[src/elmc_pkg.sv]
// Package: register map, reset values and rate encodings for the egress limit block
package elmc_pkg;
   localparam int ELMC_ADDR_W = 10;
   localparam logic [9:0] ELMC_OFF_TEST1 = 10'h0BF;
   localparam logic [9:0] ELMC_OFF_RSVD_CTL = 10'h0CF;
   localparam logic [9:0] ELMC_OFF_TEST2 = 10'h0DF;
   localparam logic [9:0] ELMC_OFF_P3_MEDIUM = 10'h0EF;
   localparam logic [9:0] ELMC_OFF_TEST3 = 10'h0FF;
   localparam logic [9:0] ELMC_OFF_Q3_LIMIT = 10'h100;
   localparam logic [9:0] ELMC_OFF_RMII_PHASE = 10'h104;
   localparam logic [9:0] ELMC_OFF_QUEUE_MODE = 10'h108;
   localparam logic [9:0] ELMC_OFF_RATIO_BASE = 10'h10C;
   localparam logic [9:0] ELMC_OFF_SHAPER_STAT = 10'h11C;
   localparam logic [7:0] ELMC_RST_TEST1 = 8'h80;
   localparam logic [7:0] ELMC_RST_RSVD_CTL = 8'h15;
   localparam logic [7:0] ELMC_RST_TEST2 = 8'h0C;
   localparam logic [7:0] ELMC_RST_TEST3 = 8'h32;
   localparam logic [7:0] ELMC_RST_P3_MEDIUM = 8'h00;
   localparam logic [7:0] ELMC_RST_RMII_PHASE = 8'h00;
   localparam logic [6:0] ELMC_RST_LIMIT = 7'h00;
   localparam logic [1:0] ELMC_RST_QUEUE_MODE = 2'h0;
   localparam logic [7:0] ELMC_RST_RATIO = 8'h01;
   localparam int ELMC_BIT_P3_FIBER = 0;
   localparam int ELMC_BIT_RMII_INV = 4;
   localparam logic [6:0] ELMC_LIM_MBPS_MAX = 7'h63;
   localparam logic [6:0] ELMC_LIM_NONE = 7'h64;
   localparam logic [6:0] ELMC_LIM_KBPS_MAX = 7'h73;
   localparam int ELMC_CLK_MHZ = 125;
   localparam int ELMC_KBPS_STEP = 64;
   localparam int ELMC_BYTE_BITS = 8;
   localparam int ELMC_NUM_RATIO = 4;
   typedef enum logic [1:0] {
      ELMC_QM_ONE,
      ELMC_QM_TWO,
      ELMC_QM_FOUR,
      ELMC_QM_RSVD
   } elmc_qmode_type;
endpackage

[src/elmc_shaper_if.sv]
// Interface: limit setting and pacing handshake between register bank and shaper
`timescale 1ns/1ns
interface elmc_shaper_if;
   logic [6:0] limit;
   logic [1:0] queue_mode;
   logic [7:0] ratio [4];
   logic frame_req;
   logic [15:0] frame_len;
   logic frame_grant;
   logic [3:0] grant_queue;
   logic [3:0] queue_req;
   logic limited;
   modport bank (output limit, queue_mode, ratio, frame_req, frame_len, queue_req,
      input frame_grant, grant_queue, limited);
   modport shaper (input limit, queue_mode, ratio, frame_req, frame_len, queue_req,
      output frame_grant, grant_queue, limited);
endinterface

[src/elmc_top.sv]
// Module: egress limit and miscellaneous control register bank with APB slave
//
// The APB register port was chosen for this implementation.
`timescale 1ns/1ns
// ------------------------------------------------------------
// ------------------------------------------------------------
module elmc_top
   import elmc_pkg::*;
#(
   parameter bit HAS_CLK_INVERT = 1'b1,
   parameter int CREDIT_W = 30
) (
   input wire logic pclk,
   input wire logic presetn,
   input wire logic psel,
   input wire logic penable,
   input wire logic pwrite,
   input wire logic [31:0] paddr,
   input wire logic [31:0] pwdata,
   input wire logic [3:0] pstrb,
   output logic [31:0] prdata,
   output logic pready,
   output logic pslverr,
   input wire logic frame_req,
   input wire logic [15:0] frame_len,
   input wire logic [3:0] queue_req,
   output logic frame_grant,
   output logic [3:0] grant_queue,
   output logic port3_fiber,
   output logic rx_clock_invert,
   input wire logic port5_rmii_clk_in,
   output logic switch_rx_clock_out
);
   // Below 29 bits a 2000 byte frame overflows the credit counter
   if (CREDIT_W < 29 || CREDIT_W > 32) begin : g_credit_check
      $error("CREDIT_W out of range");
   end

   elmc_shaper_if sif ();

   logic [6:0] limit_reg;
   logic [1:0] qmode_reg;
   logic [7:0] ratio_reg [4];
   logic port3_fiber_reg;
   logic rx_inv_reg;
   logic [31:0] rdata_next;
   logic err_next;
   logic wr_access;
   logic acc_phase;
   logic [9:0] off;
   logic clk_sync1_reg;
   logic clk_sync2_reg;
   logic [7:0] grant_count_reg;

   function automatic logic is_ratio(input logic [9:0] a);
      return a >= ELMC_OFF_RATIO_BASE && a < ELMC_OFF_RATIO_BASE + 10'h010
         && a[1:0] == 2'b00;
   endfunction

   function automatic logic [1:0] ratio_idx(input logic [9:0] a);
      logic [9:0] d;
      d = a - ELMC_OFF_RATIO_BASE;
      return d[3:2];
   endfunction

   // ------------------------------------------------------------
   // APB decode
   // ------------------------------------------------------------
   // Printed offsets are not word aligned, so the index maps to index*4 byte address
   assign off = paddr[ELMC_ADDR_W+1:2];
   assign acc_phase = psel && penable && !pready;
   assign wr_access = acc_phase && pwrite;

   always_comb begin
      rdata_next = 32'h0000_0000;
      err_next = 1'b0;
      case (off)
         ELMC_OFF_TEST1: rdata_next = {24'h000000, ELMC_RST_TEST1};
         ELMC_OFF_RSVD_CTL: rdata_next = {24'h000000, ELMC_RST_RSVD_CTL};
         ELMC_OFF_TEST2: rdata_next = {24'h000000, ELMC_RST_TEST2};
         ELMC_OFF_P3_MEDIUM: rdata_next = {31'h0, port3_fiber_reg};
         ELMC_OFF_TEST3: rdata_next = {24'h000000, ELMC_RST_TEST3};
         ELMC_OFF_Q3_LIMIT: rdata_next = {25'h0, limit_reg};
         ELMC_OFF_RMII_PHASE: rdata_next = {27'h0, rx_inv_reg, 4'h0};
         ELMC_OFF_QUEUE_MODE: rdata_next = {30'h0, qmode_reg};
         ELMC_OFF_SHAPER_STAT: rdata_next = {23'h0, sif.limited, grant_count_reg};
         default: begin
            if (is_ratio(off)) begin
               rdata_next = {24'h000000, ratio_reg[ratio_idx(off)]};
            end else begin
               err_next = 1'b1;
            end
         end
      endcase
   end

   // One wait state: answer one cycle into the access phase
   always_ff @(posedge pclk or negedge presetn) begin
      if (!presetn) begin
         pready <= 1'b0;
         pslverr <= 1'b0;
         prdata <= 32'h0000_0000;
      end else begin
         pready <= acc_phase;
         pslverr <= acc_phase && err_next;
         if (acc_phase && !pwrite) begin
            prdata <= rdata_next;
         end
      end
   end

   // ------------------------------------------------------------
   // Writable registers
   // ------------------------------------------------------------
   always_ff @(posedge pclk or negedge presetn) begin
      if (!presetn) begin
         port3_fiber_reg <= ELMC_RST_P3_MEDIUM[ELMC_BIT_P3_FIBER];
      end else if (wr_access && off == ELMC_OFF_P3_MEDIUM && pstrb[0]) begin
         port3_fiber_reg <= pwdata[ELMC_BIT_P3_FIBER];
      end
   end

   always_ff @(posedge pclk or negedge presetn) begin
      if (!presetn) begin
         rx_inv_reg <= ELMC_RST_RMII_PHASE[ELMC_BIT_RMII_INV];
      end else if (wr_access && off == ELMC_OFF_RMII_PHASE && pstrb[0] && HAS_CLK_INVERT) begin
         rx_inv_reg <= pwdata[ELMC_BIT_RMII_INV];
      end
   end

   always_ff @(posedge pclk or negedge presetn) begin
      if (!presetn) begin
         limit_reg <= ELMC_RST_LIMIT;
      end else if (wr_access && off == ELMC_OFF_Q3_LIMIT && pstrb[0]) begin
         limit_reg <= pwdata[6:0];
      end
   end

   // Software must set this before per-priority egress limiting is relied on
   always_ff @(posedge pclk or negedge presetn) begin
      if (!presetn) begin
         qmode_reg <= ELMC_RST_QUEUE_MODE;
      end else if (wr_access && off == ELMC_OFF_QUEUE_MODE && pstrb[0]) begin
         qmode_reg <= pwdata[1:0];
      end
   end

   always_ff @(posedge pclk or negedge presetn) begin
      if (!presetn) begin
         for (int i = 0; i < ELMC_NUM_RATIO; i++) begin
            ratio_reg[i] <= ELMC_RST_RATIO;
         end
      end else if (wr_access && is_ratio(off) && pstrb[0]) begin
         ratio_reg[ratio_idx(off)] <= pwdata[7:0];
      end
   end

   // ------------------------------------------------------------
   // Shaper
   // ------------------------------------------------------------
   assign sif.limit = limit_reg;
   assign sif.queue_mode = qmode_reg;
   assign sif.frame_req = frame_req;
   assign sif.frame_len = frame_len;
   assign sif.queue_req = queue_req;
   always_comb begin
      for (int i = 0; i < ELMC_NUM_RATIO; i++) begin
         sif.ratio[i] = ratio_reg[i];
      end
   end

   elmc_shaper #(
      .CREDIT_W(CREDIT_W)
   ) u_shaper (
      .pclk(pclk),
      .presetn(presetn),
      .sif(sif)
   );

   always_ff @(posedge pclk or negedge presetn) begin
      if (!presetn) begin
         frame_grant <= 1'b0;
         grant_queue <= 4'h0;
         grant_count_reg <= 8'h00;
      end else begin
         frame_grant <= sif.frame_grant;
         grant_queue <= sif.grant_queue;
         if (sif.frame_grant) begin
            grant_count_reg <= grant_count_reg + 8'h01;
         end
      end
   end

   // ------------------------------------------------------------
   // Port controls and receive clock phase
   // ------------------------------------------------------------
   // Clock is sampled, so output edge resolution is one pclk period
   always_ff @(posedge pclk or negedge presetn) begin
      if (!presetn) begin
         clk_sync1_reg <= 1'b0;
         clk_sync2_reg <= 1'b0;
      end else begin
         clk_sync1_reg <= port5_rmii_clk_in;
         clk_sync2_reg <= clk_sync1_reg;
      end
   end

   always_ff @(posedge pclk or negedge presetn) begin
      if (!presetn) begin
         port3_fiber <= 1'b0;
         rx_clock_invert <= 1'b0;
         switch_rx_clock_out <= 1'b0;
      end else begin
         port3_fiber <= port3_fiber_reg;
         rx_clock_invert <= rx_inv_reg;
         switch_rx_clock_out <= clk_sync2_reg ^ rx_inv_reg;
      end
   end
endmodule

[src/elmc_shaper.sv]
// Module: token bucket shaper and weighted scheduler for one egress port
`timescale 1ns/1ns
module elmc_shaper
   import elmc_pkg::*;
#(
   parameter int CREDIT_W = 30
) (
   input wire logic pclk,
   input wire logic presetn,
   elmc_shaper_if.shaper sif
);
   // Below 29 bits a 2000 byte frame overflows the doubled credit cap
   if (CREDIT_W < 29) begin : g_credit_check
      $error("CREDIT_W too small for a full frame");
   end

   // Credit per clock is the rate in bytes per millisecond
   function automatic logic [CREDIT_W-1:0] rate_inc(input logic [6:0] lim);
      logic [CREDIT_W-1:0] r;
      r = '0;
      if (lim >= 7'h01 && lim <= ELMC_LIM_MBPS_MAX) begin
         r = CREDIT_W'(lim) * CREDIT_W'(1000 / ELMC_BYTE_BITS);
      end else if (lim > ELMC_LIM_NONE && lim <= ELMC_LIM_KBPS_MAX) begin
         r = CREDIT_W'(lim - ELMC_LIM_NONE) * CREDIT_W'(ELMC_KBPS_STEP / ELMC_BYTE_BITS);
      end
      return r;
   endfunction

   logic [CREDIT_W-1:0] credit_reg;
   logic [CREDIT_W-1:0] need;
   logic [CREDIT_W-1:0] cap;
   logic unlimited;
   logic [3:0] eligible;
   logic [7:0] weight_reg [4];
   logic [3:0] grant_next;
   logic all_spent;

   // A frame costs its byte count times the clocks in one millisecond
   assign need = CREDIT_W'(sif.frame_len) * CREDIT_W'(ELMC_CLK_MHZ * 1000);
   assign cap = need << 1;
   assign unlimited = (sif.limit == 7'h00) || (sif.limit == ELMC_LIM_NONE)
      || (sif.limit > ELMC_LIM_KBPS_MAX);

   // ------------------------------------------------------------
   // Token bucket on the top priority queue
   // ------------------------------------------------------------
   always_ff @(posedge pclk or negedge presetn) begin
      if (!presetn) begin
         credit_reg <= '0;
      end else if (unlimited) begin
         // No saving up while unlimited, or a later limit would start with a burst
         credit_reg <= '0;
      end else if (sif.frame_grant && grant_queue_top()) begin
         credit_reg <= (credit_reg > need) ? credit_reg - need : '0;
      end else if (credit_reg < cap) begin
         credit_reg <= credit_reg + rate_inc(sif.limit);
      end
   end

   // With one queue the only queue is the top one
   function automatic logic grant_queue_top();
      if (sif.queue_mode == ELMC_QM_ONE) begin
         return sif.grant_queue[0];
      end
      return sif.grant_queue[3];
   endfunction

   // ------------------------------------------------------------
   // Scheduling: queue 3 first, lower queues by weight
   // ------------------------------------------------------------
   always_comb begin
      eligible = sif.queue_req;
      case (sif.queue_mode)
         ELMC_QM_ONE: eligible = {3'b000, |sif.queue_req};
         ELMC_QM_TWO: eligible = {sif.queue_req[3], 2'b00, |sif.queue_req[2:0]};
         ELMC_QM_FOUR: eligible = sif.queue_req;
         default: eligible = sif.queue_req;
      endcase
      if (sif.queue_mode != ELMC_QM_ONE && !unlimited && credit_reg < need) begin
         eligible[3] = 1'b0;
      end
      if (sif.queue_mode == ELMC_QM_ONE && !unlimited && credit_reg < need) begin
         eligible[0] = 1'b0;
      end
   end

   assign all_spent = (weight_reg[0] == 8'h00) && (weight_reg[1] == 8'h00)
      && (weight_reg[2] == 8'h00);

   always_comb begin
      grant_next = 4'h0;
      if (eligible[3]) begin
         grant_next = 4'h8;
      end else if (eligible[2] && (weight_reg[2] != 8'h00 || all_spent)) begin
         grant_next = 4'h4;
      end else if (eligible[1] && (weight_reg[1] != 8'h00 || all_spent)) begin
         grant_next = 4'h2;
      end else if (eligible[0]) begin
         grant_next = 4'h1;
      end
   end

   always_ff @(posedge pclk or negedge presetn) begin
      if (!presetn) begin
         sif.grant_queue <= 4'h0;
         sif.frame_grant <= 1'b0;
      end else begin
         sif.grant_queue <= sif.frame_req ? grant_next : 4'h0;
         sif.frame_grant <= sif.frame_req && (grant_next != 4'h0) && !sif.frame_grant;
      end
   end

   // Weights reload once the lower queues have spent their share
   always_ff @(posedge pclk or negedge presetn) begin
      if (!presetn) begin
         for (int i = 0; i < ELMC_NUM_RATIO; i++) begin
            weight_reg[i] <= ELMC_RST_RATIO;
         end
      end else begin
         for (int i = 0; i < 3; i++) begin
            if (all_spent) begin
               weight_reg[i] <= sif.ratio[i];
            end else if (sif.frame_grant && sif.grant_queue[i] && weight_reg[i] != 8'h00) begin
               weight_reg[i] <= weight_reg[i] - 8'h01;
            end
         end
         weight_reg[3] <= sif.ratio[3];
      end
   end

   always_ff @(posedge pclk or negedge presetn) begin
      if (!presetn) begin
         sif.limited <= 1'b0;
      end else begin
         sif.limited <= !unlimited && credit_reg < need;
      end
   end
endmodule

[config.mk]
export PLATFORM = sky130hd
export DESIGN_NAME = elmc_top
export DESIGN_NICKNAME = d
export VERILOG_FILES = /design/src/elmc_pkg.sv /design/src/elmc_shaper_if.sv /design/src/elmc_top.sv /design/src/elmc_shaper.sv
export SDC_FILE = /design/constraint.sdc
export NUM_CORES = 1
export LEC_CHECK = 0
export ABC_AREA = 1
export BUFFER_PORTS_ARGS = -buffer_cell sky130_fd_sc_hd__buf_2
export CORE_ASPECT_RATIO = 1.75
export CORE_MARGIN = 3
export CORE_UTILIZATION = 45
export CTS_CLUSTER_DIAMETER = 150
export DETAILED_ROUTE_END_ITERATION = 10
export GPL_ROUTABILITY_DRIVEN = 0
export GPL_TIMING_DRIVEN = 0
export PLACE_DENSITY = 0.65
export SYNTH_ARGS = -nofsm -noshare
export SYNTH_HDL_FRONTEND = slang
export SYNTH_HIERARCHICAL = 1
export SYNTH_SLANG_ARGS = --single-unit
[constraint.sdc]
create_clock -name pclk -period 6 [get_ports pclk]
set_input_delay 0.6 -clock pclk [delete_from_list [all_inputs] [get_ports pclk]]
set_output_delay 0.6 -clock pclk [all_outputs]
set_load 0.01 [all_outputs]
======== After elaboration in Yosys (flattened, before gate mapping) ========
Cells that the tools add are included.
storage, ports and cells
  input bits .............................. 95
  bits in read-only memories .............. 0
  RAM bits ................................ 0
  bits in latches ......................... 0
  register bits after elaboration ......... 155
  memories kept ........................... 0
cells by class
  reductions and logical operators ........ 64
  $mul .................................... 2
  div/mod/pow operators ................... 0
  bitwise operators ....................... 2
  $lt $le $gt $ge ......................... 12
  shifts and indexed selects .............. 0
  equality and inequality tests ........... 11
  multiplexer cells ....................... 38
  add/subtract/negate cells ............... 8
operators by type and width
  cell                      number
  $mux W30                  9
  $pmux W9 S9               1
  $mux W8                   10
  $lt A30 B30 Y1            2
  $eq A10 B8 Y1 const B     5
  $eq A10 B9 Y1 const B     4
  $logic_and A1 B1 Y1       38
  $bwmux W32                1
  $add A30 B30 Y30          1
  $gt A30 B30 Y1            1
  $sub A30 B30 Y30          1
  $mul A16 B14 Y27 const B  1
  $logic_not A8 Y1          3
  $reduce_bool A8 Y1        3
  $sub A8 B1 Y8 const B     3
  $bmux W8 S2               1
  $demux W8 S2              1
  $mux W4                   4
  $gt A7 B7 Y1 const B      2
  $le A7 B7 Y1 const B      2
  $mul A7 B7 Y14 const B    1
  $ge A10 B9 Y1 const B     1
  $lt A10 B9 Y1 const B     1
  $mux W1                   10
  21 further kinds          31

======== Depth between registers and ports, before layout ========
  word-level depth ........................ 14
  depth in mapped cells ................... 38

======== Modules after synthesis ========
The synthesis kept the hierarchy.
by module, submodules not included
  module       cells each  area an instance (µm²)  instances  seq. area each (µm²)
  elmc_shaper  1607        11649.9                 1          1505.2
  elmc_top     486         3838.7                  1          1806.7

======== Least setup slack after synthesis ========
Ideal clock, no wire load.
  path type ............................... in2reg
  start ................................... in frame_len[1]
  end ..................................... reg u_shaper.credit_reg[9]
  setup time .............................. 65 ps
  setup slack ............................. -766 ps
  cell stages on the path ................. 33
  required time ........................... 5935 ps
  data arrival time ....................... 6701 ps
  path buffers ............................ 1
  path through ............................ inv_1 > fa_1 > inv_1 > fa_1 > fa_1 > fa_1 > ha_1 > inv_1 > fa_1 > inv_1 > ha_1 > nand2_1 > inv_1 > a21oi_1 > nand2_1 > a21oi_1 > inv_1 > a21oi_1 > xor2_1 > ha_1 > nand2_1 > nor4_1 > nand2_1 > o211ai_1 > nand4_1 > nand2_1 > nand2_1 > nand2_2 > nand2_2 > buf_4 > o22ai_1 > nand2_1 > nand2_1
on the way
  word-level cells in the longest chain between the ends .. 5
  elaborated cells between the ends (all ways) .. 8
  those cells by class .................... add/sub (1); mul (1); order compare (2); mux (3); reduce/logical (1)
ends and longest elaborated chain
  item                                                RTL line           text
  from (decl)                                         elmc_top.sv:25     input wire logic [15:0] frame_len,
  $mul A16 B14 Y27 *                                  elmc_shaper.sv:39  assign need = CREDIT_W'(sif.frame_len) * CREDIT_W'(ELMC_CLK_MHZ * 1000);
  $sub A30 B30 Y30 or $gt A30 B30 Y1 (tied branches)  elmc_shaper.sv:54  credit_reg <= (credit_reg > need) ? credit_reg - need : '0;
  $mux W30                                            elmc_shaper.sv:54
  $mux W30                                            elmc_shaper.sv:53  end else if (sif.frame_grant && grant_queue_top()) begin
  $mux W30                                            elmc_shaper.sv:50  end else if (unlimited) begin
  to (signal assigned)                                elmc_shaper.sv:54
  to (signal assigned)                                elmc_shaper.sv:56  credit_reg <= credit_reg + rate_inc(sif.limit);
  to (decl)                                           elmc_shaper.sv:29  logic [CREDIT_W-1:0] credit_reg;
Mark *: on every way between the ends. The rest lies on a longest branch, timed or not.
A chain may end at the register's enable or synchronous reset.

======== Final worst setup path ========
  start ................................... in frame_len[2]
  end ..................................... reg u_shaper.credit_reg[8]
Same word-level chain as after synthesis.

==> flow_summary.ini <==
[worst_hold_path]
min_path_type = in2async

[clocking]
path_clk_slew_ns = 0.06
cts_made_buffers = 17
clkLatencyLatePin_ns = 0.43
cts_hold_buffers = 0
cts_num_sinks = 132
clockBufferDepth = 2
cts_tree = yes
ctsRootBufferMaster = clkbuf_16
htreeDepth = 4

[critical_path]
crit_path_start = frame_len[2]
critPathCaptureType = flip-flop
cp_data_arrival_time_ns = 6.96
crit_fanout = 5
crit_path_top_delay_cell = fa_1
ff2ff_path_depth = 36
r2r_end = u_shaper/credit_reg[25]
worstPathRequired_ns = 6.32
max_stage_delay_ns = 0.56
worst_path_most_repeated_cell = fa_1
worstSetupStartpointType = input port
r2r-start = limit_reg[0]
r2r_slack_ns = -0.44
crit_path_end = u_shaper/credit_reg[8]
crit_type = in2reg

[flow_run]
cap_violations = 0

[global_routing]
grt_pass1_vias = 15000
grt-ovfl-total = 0
antenna_found_initial = 1
grtUsageTotal_pct = 24.6
grt_max_degree = 99
grt_pass1_wl_mm = 72.1

[sta]
setup_violations = 36
skew_ns = 0.00771
fin_ws_ns = -0.640
slew_headroom_pct = 50.6
finalHoldViolations = 0
max_freq_mhz = 151
rsz0062_at_grt = true
slew_violations = 0
tightest_slew_ns = 0.736
hold_slack_ns = 0.0564
fin_crit_sh_pct = 111
min_period_ns = 6.64

[logic_synthesis]
syn_avg_cell_area_um2 = 7.40
yosys_register_bits = 132
async_flop_share_pct = 100
seq_area_frac_synth_pct = 21.4
synth_edf_count = 0
syn_area_um2 = 15500
synth_ff_type = dfrtp_1
yosysUniqueCellTypes = 61
ys_top_cells_by_area = dfrtp_1 (20%), ha_1 (17%), nand2_1 (13%)
yosysTopAreaCell = dfrtp_1
synthCells = 2093
synth_top_area_share_pct = 20.2
yosys_warnings = 6

[cells_and_area]
fill_cells = 3264
final_common_cell = nand2_1
final_util_pct = 53.5
largest_register_ffs = 32
register_area_um2 = 3320
drive_gt1_share_pct = 15.7
areaGrowthSynthToFinish_pct = 17.0
multi_input_area_um2 = 11300
nets = 2626
final_cell_mix = nand2_1 (512), inv_1 (297), ha_1 (202)

[floorplan]
die_area_um2 = 36800
io_pins = 137
rows = 89
die_w_um = 146
start_util_pct = 45.8
core_um2 = 33900
die_h_um = 251

[power]
intPower_mw = 4.07
sw_frac_of_total_pct = 50.2
ir_drop_uv = 532
p_leak_nw = 9.70
combPwrFrac_pct = 74.8
clock_power_share_pct = 12.8
p_sw_mw = 4.11
power_density_nw_per_um2 = 451
seqPwrFrac_pct = 12.4

[detailed_routing]
drt_wl_total_mm = 45.3
drt-initial-drc-count = 712
ant_nets = 0
drtPass1Iterations = 5
vias = 14300
route.detailed.drc = 0
drt-wirelength-per-cell_um = 16.7
via_per_inst = 5.29

[placement]
dpl.hpwl_mm = 36.9
pre_cts_ws_ns = -2.27
io_buffers = 63

[outcome]
outcome = finished with violations
violations = setup timing
-- final cells by class --
cell class              instances  share of cell area [%]
diodes                          1                  0.0138
plain buffers                  45                    1.88
clock buffers                  20                    2.52
clock inverters                12                   0.711
inverters                     319                    6.77
multi-input cells            1619                    62.3
flip-flops and latches        132                    18.3
well taps                     455                    3.14
repair buffers                110                    4.31
-- worst max-delay path: cells and delay by family --
family | cells | cell delay [ns]
xor gates and xnor gates | 1 | 0.12
AOI/OAI and AO/OA | 5 | 0.67
buffers and inverters | 9 | 0.76
and+or+nand+nor | 11 | 1.48
adders and majority gates | 8 | 3.31
-- per-stage QoR --
stage               instances  total power, mW  instance area [um2]  setup TNS, ns
global placement         2633             5.72                16600         -74.39
CTS                      2703             7.77                18000         -16.37
detailed placement       2634             5.83                16600         -74.98
finish                   2713             8.18                18100         -19.36
global route             2712             9.02                18100         -29.56
floorplan                2115             4.85                15700         -10.21
-- Yosys cell counts, drive strengths merged, types with 7 or more instances --
cell,n
inv,316
nor4,7
nand4,30
fa,73
o21ai,134
o21bai,8
xnor2,39
dfstp,7
nand3,128
nor3,24
xor2,50
ha,214
nand2,545
a21oi,119
clkbuf,9
nor2,140
buf,36
dfrtp,125
or2,14
o22ai,11
-- what timing repair did --
action / 4_1_cts / 5_1_grt
gates resized for setup: 107 / 24
endpoints found under the hold margin: 0 / 0
endpoints found under the setup margin: 36 / 36
gates cloned: 2 / 0
setup buffers: 36 / 11
pin swaps: 38 / 23
-- cells by family (layout without fill, tap and decap cells) --
logic type | after synthesis | count (layout) | synth area share [%]
simple gates | 899 | 899 | 25.1
buf+inv | 364 | 506 | 9.88
compound gates | 320 | 320 | 11.8
fa+ha+maj | 287 | 287 | 26.7
flops | 132 | 132 | 21.4
xor+xnor | 89 | 89 | 5.03
other cells | 1 | 24 | 0.0242
mux | 1 | 1 | 0.0646
-- per-layer routing --
| metal | track usage, % | part of all wire (%) |
|---|---|---|
| met1 | 20.8 | 32 |
| met4 | 19.3 | 8.7 |
| met2 | 50.0 | 57 |
| met3 | 2.91 | 2.4 |
| met5 | 0 | 0 |
-- how the worst min path moves through the flow --
stage / from / endpoint / slack [ns] / cells after the start
after floorplan: presetn / clk_sync1_reg / 0.30 / 0
after CTS: presetn / u_shaper/weight_reg[21] / 0.06 / 1
final: presetn / u_shaper/weight_reg[21] / 0.06 / 1
after global placement: clk_sync1_reg / clk_sync2_reg / 0.33 / 0
after detailed placement: clk_sync1_reg / clk_sync2_reg / 0.34 / 0
after global routing: presetn / u_shaper/weight_reg[21] / 0.07 / 1
-- power groups by stage --
stage,sequential (mW),combinational (mW),clock (mW)
finish,1.02,6.12,1.04
global route,1.03,6.89,1.10
CTS,1.02,5.69,1.06
detailed placement,1.03,4.80,0
global placement,1.03,4.70,0
floorplan,1.02,3.83,0
No activity file was read; power rests on OpenSTA's default activity.
